File: config.mk
export PLATFORM = sky130hd
export DESIGN_NAME = ivm_interrupt_vector_mapping
export DESIGN_NICKNAME = d
export VERILOG_FILES = /design/src/ivm_sync.v /design/src/ivm_interrupt_vector_mapping.v
export VERILOG_INCLUDE_DIRS = /design/src
export SDC_FILE = /design/constraint.sdc
export NUM_CORES = 1
export LEC_CHECK = 0
export BUFFER_PORTS_ARGS = -buffer_cell sky130_fd_sc_hd__buf_2
export CAP_MARGIN = 20
export CORE_MARGIN = 2
export CORE_UTILIZATION = 32
export CTS_BUF_LIST = sky130_fd_sc_hd__clkbuf_8
export CTS_CLUSTER_SIZE = 20
export DETAILED_ROUTE_END_ITERATION = 8
export HOLD_SLACK_MARGIN = 0.1
export SLEW_MARGIN = 15
export SYNTH_ARGS = -nofsm -noshare
export SYNTH_HDL_FRONTEND = slang
export SYNTH_SLANG_ARGS = --single-unit
File: constraint.sdc
create_clock -name ref_clk -period 16.9 [get_ports ref_clk]
set_clock_uncertainty 0.15 [all_clocks]
set_input_delay 0 -clock ref_clk [delete_from_list [all_inputs] [get_ports ref_clk]]
set_output_delay 0 -clock ref_clk [all_outputs]
set_load 0.1 [all_outputs]
File: src/ivm_regs.vh
// Constants for the interrupt vector mapping block.
`ifndef IVM_REGS_VH
`define IVM_REGS_VH
`define IVM_CORE_VEC_LO      8'h00
`define IVM_CORE_VEC_HI      8'h3c
`define IVM_USER_VEC_LO      8'h40
`define IVM_USER_VEC_HI      8'hbc
`define IVM_NUM_USER         32
`define IVM_POS_GPIO         5'h00
`define IVM_POS_FLASH        5'h01
`define IVM_POS_UART         5'h04
`define IVM_POS_SPI          5'h05
`define IVM_POS_RADIO        5'h06
`define IVM_POS_WDOG         5'h07
`define IVM_POS_ADC          5'h0d
`define IVM_POS_I2C2         5'h0e
`define IVM_POS_I2C1         5'h0f
`define IVM_POS_TMR1A        5'h11
`define IVM_POS_TMR1B        5'h12
`define IVM_POS_TMR2A        5'h13
`define IVM_POS_TMR2B        5'h14
`define IVM_POS_RTC          5'h15
`define IVM_POS_CRYPTO       5'h16
`define IVM_POS_DMA          5'h17
`define IVM_USED_MASK        32'h00fee0f3
`define IVM_EXC_RESET        4'h1
`define IVM_EXC_NMI          4'h2
`define IVM_EXC_HARD_FAULT   4'h3
`define IVM_EXC_SVC          4'hb
`define IVM_EXC_PENDABLE_SERVICE_EXCEPTION       4'he
`define IVM_EXC_SYSTICK      4'hf
`define IVM_PRIO_RESET       3'h0
`define IVM_PRIO_NMI         3'h1
`define IVM_PRIO_HARD_FAULT  3'h2
`define IVM_PRIO_RESET_VAL   2'h0
`endif

File: src/ivm_sync.v
// Two-stage synchroniser for one asynchronous input line.
`timescale 1ns/10ps
`default_nettype none
module ivm_sync
(
  input  wire ref_clk,
  input  wire resetn,
  input  wire clk_en,
  input  wire async_in,
  output wire sync_out
);
  reg stage_a;
  reg stage_b;

  always @(posedge ref_clk or negedge resetn)
  begin
    if (!resetn)
    begin
      stage_a <= 1'b0;
      stage_b <= 1'b0;
    end
    else if (clk_en)
    begin
      stage_a <= async_in;
      stage_b <= stage_a;
    end
  end

  assign sync_out = stage_b;
endmodule
`default_nettype wire

File: src/ivm_interrupt_vector_mapping.v
// Interrupt vector mapping: routes peripheral requests and core exceptions to vectors.
// What this block does
// - Vector addresses 0x00 to 0x3C belong to the core's own exceptions.
// - Thirty-two user lines take consecutive word vectors 0x40 through 0xBC.
// - Sixteen of the user lines are each fed by one peripheral; the other sixteen positions stay inactive.
// - Reset, non-maskable and hard fault have fixed priorities; hard fault is 2.
`timescale 1ns/10ps
`default_nettype none
`include "ivm_regs.vh"
module ivm_interrupt_vector_mapping
#(
  parameter NUM_USER = `IVM_NUM_USER
)
(
  input  wire        ref_clk,
  input  wire        resetn,
  input  wire        clk_en,
  input  wire        gpio_irq,
  input  wire        flash_irq,
  input  wire        uart_irq,
  input  wire        spi_irq,
  input  wire        radio_irq,
  input  wire        watchdog_irq,
  input  wire        adc_irq,
  input  wire        i2c2_irq,
  input  wire        i2c1_irq,
  input  wire        multifunction_timer_one_a_irq,
  input  wire        multifunction_timer_one_b_irq,
  input  wire        multifunction_timer_two_a_irq,
  input  wire        multifunction_timer_two_b_irq,
  input  wire        rtc_irq,
  input  wire        public_key_accelerator_irq,
  input  wire        dma_irq,
  input  wire        reset_req,
  input  wire        nmi_req,
  input  wire        hard_fault_req,
  input  wire        supervisor_call_req,
  input  wire        pendable_service_req,
  input  wire        system_timer_req,
  input  wire        prio_wr,
  input  wire [4:0]  prio_wr_pos,
  input  wire [1:0]  prio_wr_data,
  input  wire [1:0]  svc_prio,
  input  wire [1:0]  pendable_service_exception_prio,
  input  wire [1:0]  systick_prio,
  output reg  [31:0] user_pending,
  output reg         vector_valid,
  output reg  [7:0]  vector_addr,
  output reg         vector_critical,
  output reg  [63:0] user_prio
);
  wire [31:0] raw_lines;
  wire [31:0] sync_lines;
  reg  [31:0] next_pending;
  reg         next_valid;
  reg  [7:0]  next_addr;
  reg         next_critical;
  reg  [2:0]  best_prio;
  reg  [2:0]  cand_prio;
  wire [2:0]  svc_level;
  wire [2:0]  pendable_service_exception_level;
  wire [2:0]  systick_level;
  reg         user_hit;
  reg  [7:0]  user_addr;
  reg         user_crit;
  reg  [2:0]  user_best;
  integer     i;

  ////////////////////////////////////////////////////////////////////////////////
  // peripheral line wiring
  assign raw_lines = {8'h00,
                      dma_irq,
                      public_key_accelerator_irq,
                      rtc_irq,
                      multifunction_timer_two_b_irq,
                      multifunction_timer_two_a_irq,
                      multifunction_timer_one_b_irq,
                      multifunction_timer_one_a_irq,
                      1'b0,
                      i2c1_irq,
                      i2c2_irq,
                      adc_irq,
                      5'h00,
                      watchdog_irq,
                      radio_irq,
                      spi_irq,
                      uart_irq,
                      2'h0,
                      flash_irq,
                      gpio_irq};

  genvar g;
  generate
    for (g = 0; g < 32; g = g + 1)
    begin : gen_sync
      ivm_sync u_sync
      (
        .ref_clk  (ref_clk),
        .resetn   (resetn),
        .clk_en   (clk_en),
        .async_in (raw_lines[g]),
        .sync_out (sync_lines[g])
      );
    end
  endgenerate

  ////////////////////////////////////////////////////////////////////////////////
  // settable levels below fixed
  assign svc_level = {1'b0, svc_prio} + 3'h3;
  assign pendable_service_exception_level = {1'b0, pendable_service_exception_prio} + 3'h3;
  assign systick_level = {1'b0, systick_prio} + 3'h3;

  ////////////////////////////////////////////////////////////////////////////////
  always @*
  begin
    next_pending = sync_lines & `IVM_USED_MASK;
    user_hit = 1'b0;
    user_addr = 8'h00;
    user_crit = 1'b0;
    user_best = 3'h7;
    cand_prio = 3'h7;
    for (i = 0; i < NUM_USER; i = i + 1)
    begin
      cand_prio = {1'b0, user_prio[2*i +: 2]} + 3'h3;
      if (next_pending[i] && (cand_prio < user_best))
      begin
        user_hit = 1'b1;
        user_addr = `IVM_USER_VEC_LO + {1'b0, i[4:0], 2'h0};
        user_crit = (i[4:0] == `IVM_POS_RADIO);
        user_best = cand_prio;
      end
    end
  end

  ////////////////////////////////////////////////////////////////////////////////
  always @*
  begin
    next_valid = 1'b0;
    next_addr = 8'h00;
    next_critical = 1'b0;
    best_prio = 3'h7;
    if (reset_req)
    begin
      next_valid = 1'b1;
      next_addr = {2'h0, `IVM_EXC_RESET, 2'h0};
      best_prio = `IVM_PRIO_RESET;
    end
    else if (nmi_req)
    begin
      next_valid = 1'b1;
      next_addr = {2'h0, `IVM_EXC_NMI, 2'h0};
      best_prio = `IVM_PRIO_NMI;
    end
    else if (hard_fault_req)
    begin
      next_valid = 1'b1;
      next_addr = {2'h0, `IVM_EXC_HARD_FAULT, 2'h0};
      best_prio = `IVM_PRIO_HARD_FAULT;
    end
    else
    begin
      if (supervisor_call_req && (svc_level < best_prio))
      begin
        next_valid = 1'b1;
        next_addr = {2'h0, `IVM_EXC_SVC, 2'h0};
        best_prio = svc_level;
      end
      if (pendable_service_req && (pendable_service_exception_level < best_prio))
      begin
        next_valid = 1'b1;
        next_addr = {2'h0, `IVM_EXC_PENDABLE_SERVICE_EXCEPTION, 2'h0};
        best_prio = pendable_service_exception_level;
      end
      if (system_timer_req && (systick_level < best_prio))
      begin
        next_valid = 1'b1;
        next_addr = {2'h0, `IVM_EXC_SYSTICK, 2'h0};
        best_prio = systick_level;
      end
      if (user_hit && (user_best < best_prio))
      begin
        next_valid = 1'b1;
        next_addr = user_addr;
        next_critical = user_crit;
        best_prio = user_best;
      end
    end
  end

  ////////////////////////////////////////////////////////////////////////////////
  always @(posedge ref_clk or negedge resetn)
  begin
    if (!resetn)
    begin
      user_pending <= 32'h00000000;
      vector_valid <= 1'b0;
      vector_addr <= 8'h00;
      vector_critical <= 1'b0;
    end
    else if (clk_en)
    begin
      user_pending <= next_pending;
      vector_valid <= next_valid;
      vector_addr <= next_addr;
      vector_critical <= next_critical;
    end
  end

  ////////////////////////////////////////////////////////////////////////////////
  always @(posedge ref_clk or negedge resetn)
  begin
    if (!resetn)
    begin
      user_prio <= {32{`IVM_PRIO_RESET_VAL}};
    end
    else if (clk_en && prio_wr)
    begin
      user_prio[{prio_wr_pos, 1'b0} +: 2] <= prio_wr_data;
    end
  end
endmodule
`default_nettype wire

---- Word-level counts from Yosys, hierarchy flattened ----
Cells that the tools add are included.
word-level totals
  register bits ........................... 122
  input bits .............................. 39
  output and inout port bits .............. 106
cells by class
  add/subtract/negate cells ............... 20
  order comparisons ....................... 20
  shifts and indexed selects .............. 2
  muxes and demuxes ....................... 91
  reduce and logical (&&, ||, !) cells .... 21
operator list
  cell                      number
  $mux W8                   18
  $mux W3                   28
  $bwmux W64                1
  $shift A2 B8 Y64 const A  1
  $shiftx A2 B8 Y64         1
  $add A2 B2 Y3 const B     19
  $lt A3 B3 Y1              18
  $mux W1                   39
  $mux W7                   4
  $logic_and A1 B1 Y1       21
  $neg A6 Y8                1
  $lt A3 B3 Y1 const B      2
  $mux W6                   1

---- Depth between registers and ports, before layout ----
  depth in word-level cells ............... 55
  gate-level depth with buffers ........... 35

---- Hierarchy ----
A second synthesis with hierarchy kept.
unflattened totals
  cell total of the unflattened synthesis .. 864
  area total of the unflattened synthesis .. 8151.6 um^2
by module, submodules not included
  module                        times used  cells each  area an instance (um^2)
  ivm_interrupt_vector_mapping  1           800         6990.5
  ivm_sync                      16          4           72.6

---- Least setup slack after synthesis ----
Ideal clock, no wire load.
  path kind ............................... register to register
  from .................................... register user_prio[2]
  to ...................................... register vector_addr[5]
  setup time .............................. 0.126 ns
  arrival time ............................ 7.128 ns
  required time ........................... 16.624 ns
  path slack .............................. 9.496 ns
  stages on the path, launching flop included .. 33
  cell sequence ........................... dfrtp_1 inv_1 ha_1 and2_1 a21oi_4 a31oi_1 o32a_1 or2_1 o21ai_4 a21boi_2 o32ai_2 nor2_1 o21ai_2 o21ai_0 ha_1 nand2_1 a31oi_1 nor2b_1 a31oi_4 o21ai_0 ha_1 o21a_1 nand2b_1 o31ai_4 nor2_1 a21oi_1 ha_1 o21ai_0 nand2b_1 a221oi_2 o31ai_4 nor2b_1 a221o_1
between the ends
  word-level cells in the longest chain between the ends .. 52
  elaborated cells between the ends (all ways) .. 82
  classes of those cells .................. add/sub: 1; order compare: 16; mux: 49; reduce/logical: 16
ends and longest elaborated chain
  what                             RTL line                            text
  start, declared                  ivm_interrupt_vector_mapping.v:50   output reg [63:0] user_prio
  start signal, assigned           ivm_interrupt_vector_mapping.v:214  user_prio <= {32{`IVM_PRIO_RESET_VAL}};
  start signal, assigned by index  ivm_interrupt_vector_mapping.v:218  user_prio[{prio_wr_pos, 1'b0} +: 2] <= prio_wr_data;
  $add A2 B2 Y3 *                  ivm_interrupt_vector_mapping.v:124  cand_prio = {1'b0, user_prio[2*i +: 2]} + 3'h3;
  $lt A3 B3 Y1                     ivm_interrupt_vector_mapping.v:125  if (next_pending[i] && (cand_prio < user_best))
  $logic_and A1 B1 Y1              ivm_interrupt_vector_mapping.v:125
  $mux W3                          ivm_interrupt_vector_mapping.v:125
  $lt A3 B3 Y1                     ivm_interrupt_vector_mapping.v:125
  $logic_and A1 B1 Y1              ivm_interrupt_vector_mapping.v:125
  $mux W3                          ivm_interrupt_vector_mapping.v:125
  $lt A3 B3 Y1                     ivm_interrupt_vector_mapping.v:125
  [36 not listed]                  n/a
  $logic_and A1 B1 Y1              ivm_interrupt_vector_mapping.v:125
  $mux W3                          ivm_interrupt_vector_mapping.v:125
  $lt A3 B3 Y1                     ivm_interrupt_vector_mapping.v:180  if (user_hit && (user_best < best_prio))
  $logic_and A1 B1 Y1              ivm_interrupt_vector_mapping.v:180
  $mux W8 *                        ivm_interrupt_vector_mapping.v:180
  $mux W8 *                        ivm_interrupt_vector_mapping.v:154  else if (hard_fault_req)
  $mux W8 *                        ivm_interrupt_vector_mapping.v:148  else if (nmi_req)
  $mux W8 *                        ivm_interrupt_vector_mapping.v:142  if (reset_req)
  end signal, assigned             ivm_interrupt_vector_mapping.v:204  vector_addr <= next_addr;
  end, declared                    ivm_interrupt_vector_mapping.v:48   output reg [7:0] vector_addr,
Mark *: on every way between the ends. The rest lies on a longest branch, timed or not.
A chain may end at the register's enable or synchronous reset.

---- Worst setup path after layout ----
  from .................................... register user_prio[0]
  to ...................................... register vector_addr[3]
between the ends
  word-level cells in the longest chain between the ends .. 55
  elaborated cells between the ends (all ways) .. 86
  classes of those cells .................. add/sub: 1; order compare: 17; mux: 51; reduce/logical: 17
ends and longest elaborated chain
  what                 RTL line
  $add A2 B2 Y3 *      ivm_interrupt_vector_mapping.v:124
  $lt A3 B3 Y1         ivm_interrupt_vector_mapping.v:125
  $logic_and A1 B1 Y1  ivm_interrupt_vector_mapping.v:125
  $mux W3              ivm_interrupt_vector_mapping.v:125
  $lt A3 B3 Y1         ivm_interrupt_vector_mapping.v:125
  $logic_and A1 B1 Y1  ivm_interrupt_vector_mapping.v:125
  $mux W3              ivm_interrupt_vector_mapping.v:125
  $lt A3 B3 Y1         ivm_interrupt_vector_mapping.v:125
  [39 not listed]      n/a
  $logic_and A1 B1 Y1  ivm_interrupt_vector_mapping.v:125
  $mux W3              ivm_interrupt_vector_mapping.v:125
  $lt A3 B3 Y1         ivm_interrupt_vector_mapping.v:180
  $logic_and A1 B1 Y1  ivm_interrupt_vector_mapping.v:180
  $mux W8 *            ivm_interrupt_vector_mapping.v:180
  $mux W8 *            ivm_interrupt_vector_mapping.v:154
  $mux W8 *            ivm_interrupt_vector_mapping.v:148
  $mux W8 *            ivm_interrupt_vector_mapping.v:142
Marks and branches as above.

==> metrics.log <==
[metrics] via count: ~7.4k
[metrics] Critical Path Source Type: flip-flop
[metrics] average wire per cell in the routed design: about 17 um
[metrics] Crit-path slowest cell: sky130_fd_sc_hd__dlygate4sd3_1
[metrics] share of synthesized area occupied by flip-flops and latches: between 30% and 40%
[metrics] global-route wire length before repair: around 39000 um
[metrics] Clock transition at path regs: 0.08 ns
[metrics] EDFF count, synth: 0
[metrics] post-route total power: approximately 1.6 mW
[metrics] net switching power: around 800 uW
[metrics] switching fraction of total power: between 50% and 60%
[metrics] Post-Synthesis Cell Area: a little over 8000 um^2
[metrics] Remaining DRCs: 0
[metrics] length in cells of the worst reg-to-reg path: 31
[metrics] path type of the worst min-delay path: primary input to async pin
[metrics] Max rail drop VDD: 0.1163 mV
[metrics] class of the most critical setup path: flip-flop to flip-flop
[metrics] Area contributors post-synth: sky130_fd_sc_hd__dfrtp_1 36%, sky130_fd_sc_hd__mux2_2 11%, sky130_fd_sc_hd__ha_1 5.3%, sky130_fd_sc_hd__nand2_1 5.2%, sky130_fd_sc_hd__o21ai_0 4.0%
[metrics] leading cell type by number of instances after synthesis: sky130_fd_sc_hd__dfrtp_1
[metrics] synthesized area per cell: around 9 um^2
[metrics] final critical-path share of the clock period: 49.38%
[metrics] Bufs on Longest Clock Path: 2
[metrics] Die W: ~160 um
[metrics] Primary FF master, synth: sky130_fd_sc_hd__dfrtp_1
[metrics] count of state elements after synthesis: 120
[metrics] Critical R2R Launch: user_prio[0]$_DFFE_PN0P_
[metrics] Resize count post-CTS: 0
[metrics] Final GP Congestion: just over 0.9
[metrics] most repeated library cell on the critical path: sky130_fd_sc_hd__ha_1
[metrics] maximum number of pins on one net before global-route repair: 73
[metrics] setup fix buffers added after clock tree synthesis: 0
[metrics] die outline area: 27090 um^2
[metrics] most area-hungry cell type in the Yosys netlist: sky130_fd_sc_hd__dfrtp_1
[metrics] signal arrival time at the worst endpoint: around 8.6 ns
[metrics] die boundary height: between 150 and 200 um
[metrics] vias per std cell: roughly 5.2
[metrics] setup tns final: 0 ns
[metrics] Final min period: 8.346 ns
[metrics] endpoint required time on the critical path: 17.14 ns
[metrics] Starting Density: 32.68%
[metrics] PwrDens: 157.1 nW/um^2
[metrics] endpoint of the worst setup timing path: vector_addr[3]$_DFFE_PN0P_
[metrics] share of total power in combinational logic: roughly three fifths
[metrics] Total Nets Final: 1155
[metrics] initial antenna violation count: 0
[metrics] top cells by count, synth: 120 x sky130_fd_sc_hd__dfrtp_1, 114 x sky130_fd_sc_hd__nand2_1, 84 x sky130_fd_sc_hd__mux2_2, 84 x sky130_fd_sc_hd__nor2_1, 69 x sky130_fd_sc_hd__inv_1
[metrics] cell internal power dissipation: about 750 uW
[metrics] maximum fanout count along the critical path: 11
[metrics] Final Slew Violations: 0
[metrics] standard cell core area: 25250 um^2
[metrics] final setup violating endpoints: 0
[metrics] critical path's largest stage delay: 0.56 ns
[metrics] clock share of power: 18.0%
[metrics] launching element of the worst setup path: user_prio[0]$_DFFE_PN0P_
[metrics] highest attainable clock frequency: between 0.1 and 0.15 GHz
[metrics] clock insertion delay at the later pin of the skew report: 0.46 ns
[metrics] number of sinks on the clock net: 120
[metrics] outcome: finished clean
[metrics] Max Cap Viol: 0
[metrics] number of buffers inserted by hold repair at cts: 40
[metrics] Leak Pwr: 4.605 nW
[metrics] proportion of register bits with asynchronous set or reset after synthesis: 100.0%
[metrics] setup repair after global routing missed its margin: false
[metrics] sequential share of power: 23.6%
[metrics] total clock buffers created by CTS: 17
[metrics] total detailed-routing wirelength: roughly 24000 um
[metrics] utilization after layout: roughly 40%
[metrics] fill cell count: ~2.6k
[metrics] initial detailed-routing violation count: approximately 480
[metrics] number of cell rows: 58
[metrics] Crit Reg-Reg Endpoint: vector_addr[3]$_DFFE_PN0P_
[metrics] master cell of the clock root buffer: sky130_fd_sc_hd__clkbuf_8
[metrics] TritonCTS clock tree: done
[metrics] num ports: approximately 150
[metrics] relative area change from synthesis to final layout: 20.91%
[metrics] H-tree Lvls: 4
[metrics] worst slew slack as a fraction of its limit: between 30% and 40%
[metrics] Mapped Cells: just over 900
[metrics] Port-buffer cells: between 100 and 150
[metrics] router iterations before antenna repair: 5
[metrics] Antenna diodes: 0
[metrics] top cell type's share of synthesized area: a little over a third
[metrics] share of final-layout standard cells stronger than drive strength 1: 25.43%
[metrics] actual slew at the worst max-slew pin: approximately 0.98 ns
[metrics] register-to-register path setup slack: roughly 8.6 ns
[metrics] vias in the first global route: slightly above 7k
[metrics] antenna viol nets, final: 0
[metrics] gr usage total: a little under a fifth
[metrics] final hold violation count: 0
[metrics] Critical Path End Type: flip-flop
[metrics] distinct cell type count of the synthesized netlist: between 90 and 100
[metrics] count of synthesis-stage warnings from yosys: 0
[metrics] hpwl dp: 18230 um
[metrics] overflow left after global routing: 0
## critical path: cells and delay by family (launching register included)
family / cells / cell delay [ns]
adder cells (fa/ha/maj): 4 / 1.09
AO/OA/AOI/OAI: 17 / 4.00
AND/OR/NAND/NOR: 8 / 1.64
multiplexers: 1 / 0.34
flip-flops: 1 / 0.50
buffers and inverters: 1 / 0.56
## state kept, by name, indices dropped and copies added (netlist names)
| name | cells |
|---|---|
| vector_addr | 6 |
| gen_sync.u_sync.stage_a | 16 |
| gen_sync.u_sync.sync_out | 16 |
| vector_critical | 1 |
| vector_valid | 1 |
| user_pending | 16 |
| user_prio | 64 |
## metrics by stage
stage	setup slack [ns]	instance area, um^2	cells	hold slack [ns]
CTS	8.644	9978	1423	0.1136
finish	8.554	9978	1423	0.09792
detailed placement	9.168	9165	1352	0.07420
floorplan	9.496	8317	930	-0.4456
global route	7.903	9978	1423	0.1664
global placement	9.440	9165	1352	0.07891
## placed cells by master (no fill, tap or decap), types with 11 or more instances in the layout
master                          Yosys  routed
sky130_fd_sc_hd__a21o_1            11      11
sky130_fd_sc_hd__a21oi_1           38      38
sky130_fd_sc_hd__a31oi_1           11      11
sky130_fd_sc_hd__and2_1            16      16
sky130_fd_sc_hd__buf_2              2     125
sky130_fd_sc_hd__clkbuf_8           0      19
sky130_fd_sc_hd__conb_1             1      18
sky130_fd_sc_hd__dfrtp_1          120     120
sky130_fd_sc_hd__dlygate4sd3_1      0      40
sky130_fd_sc_hd__ha_1              35      35
sky130_fd_sc_hd__inv_1             69      71
sky130_fd_sc_hd__mux2_2            84      84
sky130_fd_sc_hd__nand2_1          114     114
sky130_fd_sc_hd__nand3_1           15      15
sky130_fd_sc_hd__nor2_1            84      84
sky130_fd_sc_hd__nor3_1            16      16
sky130_fd_sc_hd__o21a_1            11      11
sky130_fd_sc_hd__o21ai_0           66      66
## worst min-delay path by stage
stage	startpoint	to	slack, ns
after floorplan	resetn	gen_sync[0].u_sync.stage_a$_DFFE_PN0P_	-0.45
after global placement	resetn	user_prio[17]$_DFFE_PN0P_	0.08
after detailed placement	resetn	user_prio[17]$_DFFE_PN0P_	0.07
after CTS	prio_wr_pos[1]	user_prio[36]$_DFFE_PN0P_	0.11
after global routing	i2c1_irq	gen_sync[15].u_sync.stage_a$_DFFE_PN0P_	0.17
final	resetn	user_prio[18]$_DFFE_PN0P_	0.1
## power by group through the flow
stage | clock, mW | combinational [mW] | sequential [mW]
finish | 0.281 | 0.915 | 0.370
global route | 0.301 | 0.987 | 0.378
global placement | 0 | 0.894 | 0.375
CTS | 0.290 | 0.912 | 0.371
floorplan | 0 | 0.483 | 0.614
detailed placement | 0 | 0.896 | 0.377
## metal layers
metal / vias to the layer above / wire (um) / GRT usage, %
li1: 3605 / - / -
met1: 3599 / 11210 / 24.56
met2: 210 / 11400 / 30.14
met3: 27 / 1161 / 3.440
met4: 0 / 450 / 5.099
met5: - / 0 / 0
## area by class of cell
type                    count  area, um^2  share of cell area [%]
inverters                  69       259.0                   2.596
multi-input cells         704        4835                   48.45
well taps                 330       412.9                   4.138
clock inverters            12       151.4                   1.517
repair buffers            169        1056                   10.58
flip-flops and latches    120        3003                   30.09
clock buffers              19       261.5                   2.621
## cell families after synthesis
logic type	count (synthesis)	share of synthesized area, %
AOI/OAI and AO/OA	251	22.27
xor gates and xnor gates	2	0.2123
adders and majority gates	43	6.277
buffers and inverters	106	5.807
DFF	120	36.39
muxes	85	11.60
other	1	0.04544
and+or+nand+nor	305	17.40
No activity file was read; power rests on OpenSTA's default activity.
